$ cat config.mk
export PLATFORM = sky130hd
export DESIGN_NAME = mahr_regs
export DESIGN_NICKNAME = d
export VERILOG_FILES = /design/src/design/mahr_mdio.v /design/src/design/mahr_regs.v
export VERILOG_INCLUDE_DIRS = /design/src /design/src/design
export SDC_FILE = /design/constraint.sdc
export NUM_CORES = 1
export LEC_CHECK = 0
export ABC_AREA = 1
export BUFFER_PORTS_ARGS = -buffer_cell sky130_fd_sc_hd__buf_4
export CAP_MARGIN = 20
export CORE_ASPECT_RATIO = 1.1
export CORE_UTILIZATION = 40
export CTS_BUF_LIST = sky130_fd_sc_hd__clkbuf_16
export CTS_CLUSTER_DIAMETER = 200
export DETAILED_ROUTE_END_ITERATION = 16
export SYNTH_ARGS = -nofsm -noshare
export SYNTH_HDL_FRONTEND = slang
export SYNTH_SLANG_ARGS = --single-unit
export TNS_END_PERCENT = 20
$ cat constraint.sdc
create_clock -name mclk -period 2 [get_ports mclk]
set_input_delay 0.1 -clock mclk [delete_from_list [all_inputs] [get_ports mclk]]
set_output_delay 0.1 -clock mclk [all_outputs]
set_load 0.03 [all_outputs]
$ cat src/design/mahr_map.vh
`ifndef MAHR_MAP_VH
`define MAHR_MAP_VH
`define MAHR_OFS_ADDR_LOW    4'h3
`define MAHR_OFS_ADDR_HIGH   4'h2
`define MAHR_OFS_HASH_HIGH   4'h4
`define MAHR_OFS_HASH_LOW    4'h5
`define MAHR_OFS_CMD         4'h6
`define MAHR_OFS_DATA        4'h7
`define MAHR_OFS_FILT_CTRL   4'h9
`define MAHR_OFS_FILT_STAT   4'ha
`define MAHR_RST_ADDR_LOW    32'h0fff_ffff
`define MAHR_RST_ADDR_HIGH   16'hffff
`define MAHR_RST_ZERO        32'h0000_0000
`define MAHR_CMD_PHYAD_HI    15
`define MAHR_CMD_PHYAD_LO    11
`define MAHR_CMD_REG_HI      10
`define MAHR_CMD_REG_LO      6
`define MAHR_CMD_WRITE_BIT   1
`define MAHR_CMD_BUSY_BIT    0
`define MAHR_CTRL_PASS_BIT   0
`define MAHR_MDC_PERIOD_NS   400
`define MAHR_CLK_PERIOD_NS   8
`define MAHR_MDC_HALF_CYC    ((`MAHR_MDC_PERIOD_NS / `MAHR_CLK_PERIOD_NS) / 2)
`define MAHR_FRAME_BITS      64
`define MAHR_TA_BIT          46
`define MAHR_CRC_POLY        32'h04c1_1db7
`endif

$ cat src/design/mahr_mdio.v
`timescale 1ns/1ps
`include "mahr_map.vh"
// clause-22 management frame engine: 32-bit preamble then st/op/phy/reg/ta/data
module mahr_mdio #(
    parameter HALF_CYC = `MAHR_MDC_HALF_CYC
) (
    input  wire        mclk,       // system clock
    input  wire        rstn,       // sync reset, active low
    input  wire        start,      // one-cycle start pulse
    input  wire        wr,         // 1 write frame, 0 read frame
    input  wire [4:0]  phy_addr,   // phy address field
    input  wire [4:0]  reg_idx,    // phy register index
    input  wire [15:0] wdata,      // write data
    input  wire        mdio_in,    // synchronised data from phy
    output reg         mdc,        // management clock
    output reg         mdio_o,     // data driven to phy
    output reg         mdio_oe_n,  // low while driving
    output reg         done,       // one-cycle completion pulse
    output reg  [15:0] rdata       // read result
);
    reg [7:0]  div_ff;
    reg [6:0]  bit_ff;
    reg [63:0] sh_ff;
    reg        act_ff;
    reg        wr_ff;
    wire       tick = (div_ff == HALF_CYC[7:0] - 8'h01);

    // mdc toggles each half period; data changes on falling, samples on rising
    always @(posedge mclk) begin
        if (!rstn) begin
            div_ff <= 8'h00; bit_ff <= 7'h00; sh_ff <= 64'h0000_0000_0000_0000;
            act_ff <= 1'b0; wr_ff <= 1'b0; mdc <= 1'b0; mdio_o <= 1'b1;
            mdio_oe_n <= 1'b1; done <= 1'b0; rdata <= 16'h0000;
        end else begin
            done <= 1'b0;
            if (!act_ff) begin
                div_ff <= 8'h00;
                mdc <= 1'b0;
                if (start) begin
                    act_ff <= 1'b1; wr_ff <= wr; bit_ff <= 7'h00;
                    sh_ff <= {32'hffff_ffff, 2'b01, wr ? 2'b01 : 2'b10, phy_addr, reg_idx,
                              wr ? 2'b10 : 2'b11, wr ? wdata : 16'hffff};
                    mdio_oe_n <= 1'b0; mdio_o <= 1'b1;
                end
            end else if (tick) begin
                div_ff <= 8'h00;
                mdc <= ~mdc;
                if (mdc) begin
                    // falling edge: advance to the next bit
                    if (bit_ff == `MAHR_FRAME_BITS - 1) begin
                        act_ff <= 1'b0; mdio_oe_n <= 1'b1; mdio_o <= 1'b1;
                        done <= 1'b1;
                    end else begin
                        bit_ff <= bit_ff + 7'h01;
                        sh_ff <= {sh_ff[62:0], 1'b1};
                        mdio_o <= sh_ff[62];
                        // release the line for turnaround and data of a read
                        if (!wr_ff && bit_ff == `MAHR_TA_BIT - 1)
                            mdio_oe_n <= 1'b1;
                    end
                end else if (!wr_ff && bit_ff >= `MAHR_TA_BIT + 2) begin
                    rdata <= {rdata[14:0], mdio_in};
                end
            end else begin
                div_ff <= div_ff + 8'h01;
            end
        end
    end
endmodule

$ cat src/design/mahr_regs.v
`timescale 1ns/1ps
`include "mahr_map.vh"
module mahr_regs #(
    parameter HALF_CYC = `MAHR_MDC_HALF_CYC
) (
    input  wire        mclk,          // 125 MHz system clock
    input  wire        rstn,          // sync reset, active low
    input  wire [3:0]  reg_addr,      // register index
    input  wire [31:0] reg_wdata,     // write data
    input  wire        reg_wr,        // write strobe
    input  wire        reg_rd,        // read strobe
    output reg  [31:0] reg_rdata,     // read data, cycle after strobe
    input  wire        ee_valid,      // eeprom byte valid strobe
    input  wire [2:0]  ee_index,      // eeprom byte address 1..6
    input  wire [7:0]  ee_byte,       // eeprom byte value
    input  wire        ee_done,       // eeprom load finished pulse
    input  wire        ee_programmed, // programmed eeprom detected
    input  wire        rx_byte_vld,   // destination address byte strobe
    input  wire [7:0]  rx_byte,       // destination address byte, wire order
    input  wire        rx_da_start,   // first byte of a new address
    output reg         mc_check,      // one-cycle: verdict valid
    output reg         mc_accept,     // multicast verdict
    output reg  [47:0] station_addr,  // assembled station address
    output reg         init_done,     // address load finished
    input  wire        mdio_pin,      // management data from pin
    output reg         mdc,           // management clock
    output reg         mdio_out,      // management data out
    output reg         mdio_oe_n      // low while driving mdio
);
    reg [31:0] addr_low_ff;
    reg [15:0] addr_high_ff;
    reg [31:0] hash_high_ff;
    reg [31:0] hash_low_ff;
    reg [4:0]  phy_ad_ff;
    reg [4:0]  phy_reg_index_ff;
    reg        phy_write_select_ff;
    reg        phy_access_busy_ff;
    reg [15:0] phy_data_ff;
    reg        pass_all_multicast_ff;
    reg [31:0] crc_ff;
    reg [2:0]  da_cnt_ff;
    reg [5:0]  last_idx_ff;
    reg        mdio_s1_ff;
    reg        mdio_s2_ff;
    reg        start_ff;
    wire       eng_mdc;
    wire       eng_mdio;
    wire       eng_oe_n;
    wire       eng_done;
    wire [15:0] eng_rdata;

    // crc of one byte, lsb first as bits leave the wire
    function [31:0] crc_byte;
        input [31:0] crc;
        input [7:0]  d;
        integer i;
        reg [31:0] c;
        begin
            c = crc;
            for (i = 0; i < 8; i = i + 1)
                c = (c[31] ^ d[i]) ? ({c[30:0], 1'b0} ^ `MAHR_CRC_POLY) : {c[30:0], 1'b0};
            crc_byte = c;
        end
    endfunction

    // hash bit lookup from a six-bit index
    function hash_bit;
        input [5:0]  idx;
        input [31:0] hi;
        input [31:0] lo;
        begin
            hash_bit = idx[5] ? hi[idx[4:0]] : lo[idx[4:0]];
        end
    endfunction

    // next crc with the current byte folded in; a call result cannot be sliced directly
    wire [31:0] crc_next = crc_byte(crc_ff, rx_byte);

    // two-stage synchroniser for the pin input
    always @(posedge mclk) begin
        if (!rstn) begin
            mdio_s1_ff <= 1'b1;
            mdio_s2_ff <= 1'b1;
        end else begin
            mdio_s1_ff <= mdio_pin;
            mdio_s2_ff <= mdio_s1_ff;
        end
    end

    mahr_mdio #(.HALF_CYC(HALF_CYC)) u_mahr_mdio (
        .mclk      (mclk),
        .rstn      (rstn),
        .start     (start_ff),
        .wr        (phy_write_select_ff),
        .phy_addr  (phy_ad_ff),
        .reg_idx   (phy_reg_index_ff),
        .wdata     (phy_data_ff),
        .mdio_in   (mdio_s2_ff),
        .mdc       (eng_mdc),
        .mdio_o    (eng_mdio),
        .mdio_oe_n (eng_oe_n),
        .done      (eng_done),
        .rdata     (eng_rdata)
    );

    // pins retimed so top outputs come straight from flops
    always @(posedge mclk) begin
        if (!rstn) begin
            mdc <= 1'b0;
            mdio_out <= 1'b1;
            mdio_oe_n <= 1'b1;
        end else begin
            mdc <= eng_mdc;
            mdio_out <= eng_mdio;
            mdio_oe_n <= eng_oe_n;
        end
    end

    // station address: eeprom load until init done, host writes afterwards
    always @(posedge mclk) begin
        if (!rstn) begin
            addr_low_ff <= `MAHR_RST_ADDR_LOW;
            addr_high_ff <= `MAHR_RST_ADDR_HIGH;
            init_done <= 1'b0;
        end else begin
            if (!init_done && ee_valid && ee_programmed) begin
                case (ee_index)
                    3'h1: addr_low_ff[7:0] <= ee_byte;
                    3'h2: addr_low_ff[15:8] <= ee_byte;
                    3'h3: addr_low_ff[23:16] <= ee_byte;
                    3'h4: addr_low_ff[31:24] <= ee_byte;
                    3'h5: addr_high_ff[7:0] <= ee_byte;
                    3'h6: addr_high_ff[15:8] <= ee_byte;
                    default: addr_low_ff <= addr_low_ff;
                endcase
            end
            if (ee_done)
                init_done <= 1'b1;
            // host writes accepted only after initialisation
            if (init_done && reg_wr && reg_addr == `MAHR_OFS_ADDR_LOW)
                addr_low_ff <= reg_wdata;
            if (init_done && reg_wr && reg_addr == `MAHR_OFS_ADDR_HIGH)
                addr_high_ff <= reg_wdata[15:0];
        end
    end

    // hash table and filter control registers
    always @(posedge mclk) begin
        if (!rstn) begin
            hash_high_ff <= `MAHR_RST_ZERO;
            hash_low_ff <= `MAHR_RST_ZERO;
            pass_all_multicast_ff <= 1'b0;
        end else if (reg_wr) begin
            if (reg_addr == `MAHR_OFS_HASH_HIGH)
                hash_high_ff <= reg_wdata;
            if (reg_addr == `MAHR_OFS_HASH_LOW)
                hash_low_ff <= reg_wdata;
            if (reg_addr == `MAHR_OFS_FILT_CTRL)
                pass_all_multicast_ff <= reg_wdata[`MAHR_CTRL_PASS_BIT];
        end
    end

    // management command and data; writes while busy are ignored
    always @(posedge mclk) begin
        if (!rstn) begin
            phy_ad_ff <= 5'h00;
            phy_reg_index_ff <= 5'h00;
            phy_write_select_ff <= 1'b0;
            phy_access_busy_ff <= 1'b0;
            phy_data_ff <= 16'h0000;
            start_ff <= 1'b0;
        end else begin
            start_ff <= 1'b0;
            if (eng_done) begin
                if (!phy_write_select_ff)
                    phy_data_ff <= eng_rdata;
                phy_access_busy_ff <= 1'b0;
            end else if (!phy_access_busy_ff && reg_wr) begin
                if (reg_addr == `MAHR_OFS_CMD) begin
                    phy_ad_ff <= reg_wdata[`MAHR_CMD_PHYAD_HI:`MAHR_CMD_PHYAD_LO];
                    phy_reg_index_ff <= reg_wdata[`MAHR_CMD_REG_HI:`MAHR_CMD_REG_LO];
                    phy_write_select_ff <= reg_wdata[`MAHR_CMD_WRITE_BIT];
                    if (reg_wdata[`MAHR_CMD_BUSY_BIT]) begin
                        phy_access_busy_ff <= 1'b1;
                        start_ff <= 1'b1;
                    end
                end
                if (reg_addr == `MAHR_OFS_DATA)
                    phy_data_ff <= reg_wdata[15:0];
            end
        end
    end

    // destination address crc and multicast verdict after the sixth byte
    always @(posedge mclk) begin
        if (!rstn) begin
            crc_ff <= 32'hffff_ffff;
            da_cnt_ff <= 3'h0;
            last_idx_ff <= 6'h00;
            mc_check <= 1'b0;
            mc_accept <= 1'b0;
        end else begin
            mc_check <= 1'b0;
            if (rx_byte_vld) begin
                if (rx_da_start) begin
                    crc_ff <= crc_byte(32'hffff_ffff, rx_byte);
                    da_cnt_ff <= 3'h1;
                end else if (da_cnt_ff != 3'h0 && da_cnt_ff != 3'h6) begin
                    crc_ff <= crc_byte(crc_ff, rx_byte);
                    da_cnt_ff <= da_cnt_ff + 3'h1;
                    if (da_cnt_ff == 3'h5) begin
                        // index from the top six crc bits
                        last_idx_ff <= crc_next[31:26];
                        mc_check <= 1'b1;
                        mc_accept <= pass_all_multicast_ff |
                            hash_bit(crc_next[31:26],
                                     hash_high_ff, hash_low_ff);
                    end
                end
            end
        end
    end

    always @(posedge mclk) begin
        if (!rstn)
            station_addr <= {`MAHR_RST_ADDR_HIGH, `MAHR_RST_ADDR_LOW};
        else
            station_addr <= {addr_high_ff, addr_low_ff};
    end

    // read mux; unmapped indexes read zero
    always @(posedge mclk) begin
        if (!rstn)
            reg_rdata <= `MAHR_RST_ZERO;
        else if (reg_rd) begin
            case (reg_addr)
                `MAHR_OFS_ADDR_LOW:  reg_rdata <= addr_low_ff;
                `MAHR_OFS_ADDR_HIGH: reg_rdata <= {16'h0000, addr_high_ff};
                `MAHR_OFS_HASH_HIGH: reg_rdata <= hash_high_ff;
                `MAHR_OFS_HASH_LOW:  reg_rdata <= hash_low_ff;
                `MAHR_OFS_CMD:       reg_rdata <= {16'h0000, phy_ad_ff, phy_reg_index_ff,
                                                   4'h0, phy_write_select_ff,
                                                   phy_access_busy_ff};
                `MAHR_OFS_DATA:      reg_rdata <= {16'h0000, phy_data_ff};
                `MAHR_OFS_FILT_CTRL: reg_rdata <= {31'h0000_0000, pass_all_multicast_ff};
                `MAHR_OFS_FILT_STAT: reg_rdata <= {24'h00_0000, init_done, 1'b0, last_idx_ff};
                default:             reg_rdata <= `MAHR_RST_ZERO;
            endcase
        end else
            reg_rdata <= `MAHR_RST_ZERO;
    end
endmodule

==> impl_metrics.tcl, run 1 <==
set metrics [dict create \
    clk_latency_ns 0.56 \
    worst_setup_path_start_kind "flop" \
    grt_max_degree 79 \
    wl_mm 53.1 \
    seqCellArea_um2 7440 \
    worst_r2r_endpoint "mc_accept" \
    rows 77 \
    power_frac_seq 0.403 \
    r2r-start "crc_ff[28]" \
    crit_chain "inv_4 -> nand2_8 -> nand3_1 -> nand3_2 -> buf_4 -> nand3_4 -> buf_4 -> nand3_1 -> nand3_1 -> nand3_1 -> nand3_1 -> nand3_1 -> nand3_1 -> nand3_1 -> nand2_1 -> inv_1" \
    detail-route-antenna-nets 0 \
    min_delay_path_depth 4 \
    setup_viol 0 \
    ys_ff_latch 371 \
    cts_sinks 371 \
    antenna_found_initial 0 \
    dp_cells 2802 \
    hold_ws_ns 0.0311 \
    io_pins 151 \
    cap_violations 0 \
    dieWidth_um 196 \
    cp_max_fo 5 \
    worst_hold_path_type "input port to flop" \
    worstPathArrival_ns 2.40 \
    regToRegSetupSlack_ns 0.04 \
    cts_root_buf "clkbuf_16" \
    dr.pass1.iters 6 \
    p_sw_mw 5.64 \
    cts_buffer_depth 3 \
    syn_nets 2212 \
    powerDensity_nw_per_um2 906 \
    relSlewSlack 0.543 \
    p_comb_frac 0.219 \
    drive_gt1_frac 0.199 \
    cts_tree "built" \
    htree_levels 2 \
    grt.overflow.total 0 \
    tightest_slew_ns 0.685 \
    status "completed" \
    slew_viol_final 0 \
    yosys-top-cells-area "dfxtp_1 45%, nand2_1 8.4%, o21ai_0 6.5%" \
    period_minus_slack_ns 1.96 \
    p_int_mw 13.5 \
    vias_per_cell 5.34 \
    synth_top_cell_by_area "dfxtp_1" \
    hold_viol 0 \
    die_area_um2 42100 \
    cts.clk_slew.worst_paths_ns 0.06 \
    fill_cells 3879 \
    max_stage_delay_ns 0.36 \
    port_buffers 150 \
    dp_hpwl_mm 37.4 \
    fmax_mhz 511 \
    worstHoldStart "rx_byte[5]" \
    pwr-share-clk 0.378 \
    track_usage 0.247 \
    skew_ns 0.0122 \
    final_cell_mix "365 x dfxtp_1, 358 x nand2_1, 277 x inv_1, 265 x buf_4, 200 x o21ai_0" \
    initial_core_util 0.408 \
    end_kind "flop" \
    die_h_um 215 \
    synth_top_area_frac 0.450 \
    holdPathEnd "crc_ff[14]" \
    synth_edf_count 0 \
    drt_iter0_markers 1180 \
    core_um2 40500 \
    peakVddDrop_v 0.000698 \
    avgRoutedWirePerCell_um 18.1 \
    synth_seq_area_share 0.450 \
    leakagePower_nw 9.21 \
    fin_cells 2941 \
    total_power_mw 19.2 \
    slowest_stage "dfxtp_4" \
    fin_area_um2 21200 \
    numCtsBuffers 41 \
    layout_commonest_cell "dfxtp_1" \
    path_class "flop to flop" \
    grt_pass1_wl_mm 82.2 \
    first_global_vias 14900 \
    syn_area_um2 16500 \
    fin_crit_sh 0.978 \
    reg2regPathDepth 16 \
    vias 15700 \
    yosys_warnings 0 \
    grt_setup_unrepaired "true" \
    gp_congestion 0.952 \
    ys_types 62 \
    ys.flop_type "dfxtp_1" \
    final.setup.tns_ns 0 \
    netlist_instances 2138 \
    drc 0 \
    multiInputGateArea_um2 7660 \
    avgSynthCellArea_um2 7.73 \
    async_flop_share 0 \
    crit_required_ns 2.45 \
    cpMostUsedCell "nand3_1" \
    syn_to_final_growth_pct 28.1 \
    placed_cell_area_um2 18900 \
    swShare 0.294 \
    num_antenna_cells 0 \
    final_nets 2475 \
]
[worst max-delay path: cells and delay by family, from the launching register on]
family / cells / cell delay, ns
flops: 1 / 0.36
simple gates: 12 / 1.04
buf+inv: 4 / 0.44
[cell type report]
cell class,count,area share
timing repair buffer,345,0.142
multi-input combinational,1344,0.362
timing repair inverter,1,0.000414
tap,513,0.0303
clock buffer,42,0.0497
clock inverter,28,0.00993
sequential,371,0.351
inverter,297,0.0537
[metrics by stage]
step | worst slack [ns] | utilization
6_report | 0.0439 | 0.523
5_1_grt | -0.131 | 0.523
2_1_floorplan | 0.0915 | -
3_3_place_gp | -0.0645 | 0.467
3_5_place_dp | -0.118 | 0.467
4_1_cts | 0.00413 | 0.513
[logic make-up (layout without fill, tap and decap cells)]
logic type | after synthesis | after routing | share of synthesized area
buffers and inverters | 423 | 713 | 0.103
multiplexers | 1 | 1 | 0.000682
XOR/XNOR | 87 | 87 | 0.0536
flip-flops | 371 | 371 | 0.450
AND/OR/NAND/NOR | 652 | 652 | 0.175
adder cells (fa/ha/maj) | 9 | 9 | 0.00682
AO/OA/AOI/OAI | 595 | 595 | 0.211
[power groups by stage]
| stage | clock network (mW) | logic (mW) | registers, mW |
|---|---|---|---|
| after floorplan | 0 | 2.49 | 7.90 |
| after global placement | 0 | 3.82 | 7.87 |
| after detailed placement | 0 | 3.89 | 7.88 |
| after CTS | 7.40 | 4.07 | 7.72 |
| after global routing | 7.71 | 4.61 | 7.74 |
| final | 7.25 | 4.20 | 7.72 |
[worst max-delay path by stage]
stage	start	end	slack, ns	cells past startpoint
2_1_floorplan	u_mahr_mdio.div_ff[0]	u_mahr_mdio.bit_ff[2]	0.09	13
5_1_grt	crc_ff[29]	mc_accept	-0.13	15
6_report	crc_ff[28]	mc_accept	0.04	16
4_1_cts	crc_ff[27]	mc_accept	0.004	18
3_3_place_gp	reg_addr[3]	reg_rdata[15]	-0.06	10
3_5_place_dp	da_cnt_ff[1]	mc_accept	-0.12	13
[registers in the layout (all words and copies together) (netlist names), 3 cells and up]
register / flops
addr_high_ff: 16
addr_low_ff: 32
crc_ff: 32
da_cnt_ff: 3
hash_high_ff: 32
hash_low_ff: 32
last_idx_ff: 6
phy_ad_ff: 5
phy_data_ff: 16
phy_reg_index_ff: 5
reg_rdata: 32
station_addr: 48
u_mahr_mdio.bit_ff: 7
u_mahr_mdio.div_ff: 8
u_mahr_mdio.rdata: 16
u_mahr_mdio.sh_ff: 63
[layer usage]
layer	wire (µm)	vias to the layer above	GRT usage	part of all wire
met1	22700	7488	0.322	0.43
met5	0	-	0	0
met3	3160	100	0.0381	0.059
met4	1830	0	0.0875	0.034
met2	25400	485	0.413	0.48
li1	-	7633	-	-
[timing repair]
action | in CTS | in global routing
gates cloned | 2 | 7
setup buffers | 2 | 7
gates resized for setup | 18 | 74
hold buffers | 51 | 0
endpoints found under the setup margin | 5 | 105
hold endpoints to repair | 168 | 0
pin swaps | 6 | 16
[cell usage after synthesis (all sizes together) (2+ instances only)]
cell type / instances
nand2: 394
dfxtp: 371
inv: 291
o21ai: 217
a21oi: 178
nand3: 120
nor2: 100
clkbuf: 97
xor2: 58
o22ai: 54
a221oi: 36
a31oi: 29
buf: 29
xnor2: 29
o221ai: 22
o211ai: 17
or2: 17
a2111oi: 10
a211oi: 10
nor3: 10
ha: 9
o2111ai: 7
clkinv: 6
a22oi: 3
nand4: 3
nor4: 3
a41oi: 2
nor3b: 2
o221a: 2
o41ai: 2
No activity file was read; power rests on OpenSTA's default activity.
==> run 2, diff against run 1 <==
==> constraint.sdc (replaced) <==
create_clock -name mclk -period 2 [get_ports mclk]
set_input_delay 0.3 -clock mclk [delete_from_list [all_inputs] [get_ports mclk]]
set_output_delay 0.3 -clock mclk [all_outputs]
set_load 0.03 [all_outputs]
==> run 2 against run 1 <==
- via count rose by 0.83%
- power rose by 1.4%
- first-iteration DRC count rose by 15%
- fmax fell by 0.73%
- worst setup slack got worse by 0.014 ns
- combinational power rose by 6.9%
- critical endpoint is now crc_ff[12]
- largest power group unchanged
==> impl_metrics.tcl, run 2 (synthesis gave the netlist of run 1 again) <==
set metrics [dict create \
    rows 77 \
    grt_max_degree 85 \
    crit_required_ns 2.42 \
    min_delay_path_depth 3 \
    path_class "flop to flop" \
    dr_wl_met2_mm 25.7 \
    regToRegSetupSlack_ns 0.03 \
    leakagePower_nw 9.31 \
    worstPathArrival_ns 2.39 \
    fill_cells 3895 \
    grt_pass1_wl_mm 81.1 \
    powerDensity_nw_per_um2 911 \
    cts_buffer_depth 3 \
    clk_latency_ns 0.57 \
    die_h_um 215 \
    drt_iter0_markers 1360 \
    vias 15800 \
    final_nets 2484 \
    relSlewSlack 0.391 \
    holdPathEnd "addr_low_ff[27]" \
    hold_viol 0 \
    end_kind "flop" \
    cap_violations 0 \
    num_antenna_cells 0 \
    cts.clk_slew.worst_paths_ns 0.06 \
    r2r-start "crc_ff[31]" \
    total_power_mw 19.4 \
    layout_commonest_cell "dfxtp_1" \
    slowest_stage "dfxtp_2" \
    core_um2 40500 \
    syn_to_final_growth_pct 29.2 \
    dp_hpwl_mm 37.3 \
    final_cell_mix "362 x dfxtp_1, 355 x nand2_1, 302 x buf_4, 274 x inv_1, 191 x o21ai_0" \
    fin_cells 2950 \
    top_layer_used "met5" \
    worst_hold_path_type "input port to flop" \
    cp-startpoint "crc_ff[31]" \
    htree_levels 2 \
    wl_mm 54.1 \
    dieWidth_um 196 \
    setup_viol 0 \
    slew_viol_final 0 \
    cts_root_buf "clkbuf_16" \
    antenna_found_initial 1 \
    drc 0 \
    cts_tree "built" \
    worst_setup_path_start_kind "flop" \
    reg_top3 "u_mahr_mdio.sh_ff: 63 flops, station_addr: 48 flops" \
    final.setup.tns_ns 0 \
    worst_r2r_endpoint "crc_ff[12]" \
    fin_crit_sh 0.985 \
    seqCellArea_um2 7440 \
    dr.pass1.iters 6 \
    initial_core_util 0.408 \
    skew_ns 0.0219 \
    crit_chain "inv_2 -> nand2_2 -> nand2_4 -> buf_6 -> nand2_4 -> nand2_8 -> xnor2_4 -> xor2_2 -> or2_1 -> nand3_1 -> nand3b_1 -> o211ai_1 -> nand3_1" \
    multiInputGateArea_um2 7760 \
    cp_max_fo 6 \
    peakVddDrop_v 0.000708 \
    io_pins 151 \
    vias_per_cell 5.37 \
    reg2regPathDepth 13 \
    grt.overflow.total 0 \
    fmax_mhz 507 \
    port_buffers 150 \
    numCtsBuffers 41 \
    worstHoldStart "reg_wdata[27]" \
    gp_congestion 0.969 \
    wl_met3_mm 3.60 \
    status "completed" \
    track_usage 0.245 \
    max_stage_delay_ns 0.33 \
    grt_setup_unrepaired "true" \
    first_global_vias 14700 \
    die_area_um2 42100 \
    worst-path-buf-inv 2 \
    dp_cells 2837 \
    tightest_slew_ns 0.913 \
    wl_met1_mm 22.9 \
    largest_reg_flops 63 \
    period_minus_slack_ns 1.97 \
    cts_sinks 371 \
    avgRoutedWirePerCell_um 18.3 \
    critPathTopFamily "simple AND/OR/NAND/NOR gates" \
    regMostFlops "u_mahr_mdio.sh_ff" \
    detail-route-antenna-nets 0 \
    drive_gt1_frac 0.229 \
]
run 2: cell count changes in the layout (fill, tap and decap cells not counted), moves of 4 or more:
cell / before / now
o21ai_0: 200 / 191
nand2_2: 20 / 24
dlygate4sd3_1: 51 / 8
nand3_1: 113 / 107
buf_4: 265 / 302
nand3_4: 2 / 7
a21oi_1: 178 / 174
a221oi_2: 6 / 1
a221oi_1: 30 / 35
o21ai_2: 0 / 9
a21oi_2: 0 / 4
buf_12: 15 / 24
run 2: what timing repair did:
| item | 4_1_cts | 5_1_grt |
|---|---|---|
| buffers inserted | 0 | 19 |
| setup endpoints to repair | 17 | 121 |
| pin swaps | 0 | 23 |
| hold buffers | 8 | 0 |
| gates resized for setup | 7 | 112 |
| gates cloned | 0 | 16 |
| endpoints found under the hold margin | 8 | 0 |
run 2: metal layers:
metal,track usage,up-vias
li1,-,7664
met5,0,-
met3,0.0454,116
met2,0.406,549
met1,0.316,7506
met4,0.0872,2
run 2: worst max path at each step:
stage,endpoint,slack [ns],cells past startpoint
floorplan,mc_accept,0.09,19
global placement,crc_ff[12],-0.21,9
detailed placement,crc_ff[12],-0.20,9
CTS,u_mahr_mdio.sh_ff[22],0.006,12
global route,u_mahr_mdio.sh_ff[19],-0.1,13
finish,crc_ff[12],0.03,13
run 2: metrics by stage:
step	hold slack [ns]	utilization	setup slack [ns]	instance area [µm²]
finish	0.0171	0.527	0.0296	21300
global route	0.0173	0.527	-0.0975	21300
CTS	0.00507	0.509	0.00560	20600
detailed placement	0.402	0.475	-0.200	19200
global placement	0.403	0.475	-0.214	19200
floorplan	0.393	-	0.0880	16500
run 2: layout make-up:
cell class	count	area share
repair inverters	1	0.000293
multi-input cells	1348	0.364
clock buffers	42	0.0492
inverters	297	0.0532
clock inverters	28	0.00926
repair buffers	350	0.146
flip-flops and latches	371	0.349
well taps	513	0.0301
run 2: report_power, final:
group	total [mW]	internal [mW]	switching, mW
Combinational	4.49	1.90	2.59
Sequential	7.72	7.60	0.123
Clock	7.23	4.06	3.17
run 2: tightest hold or removal path: stages:
cell and delay [ns]:
buf_4 0.09, nand2_1 0.06, o2111ai_1 0.09
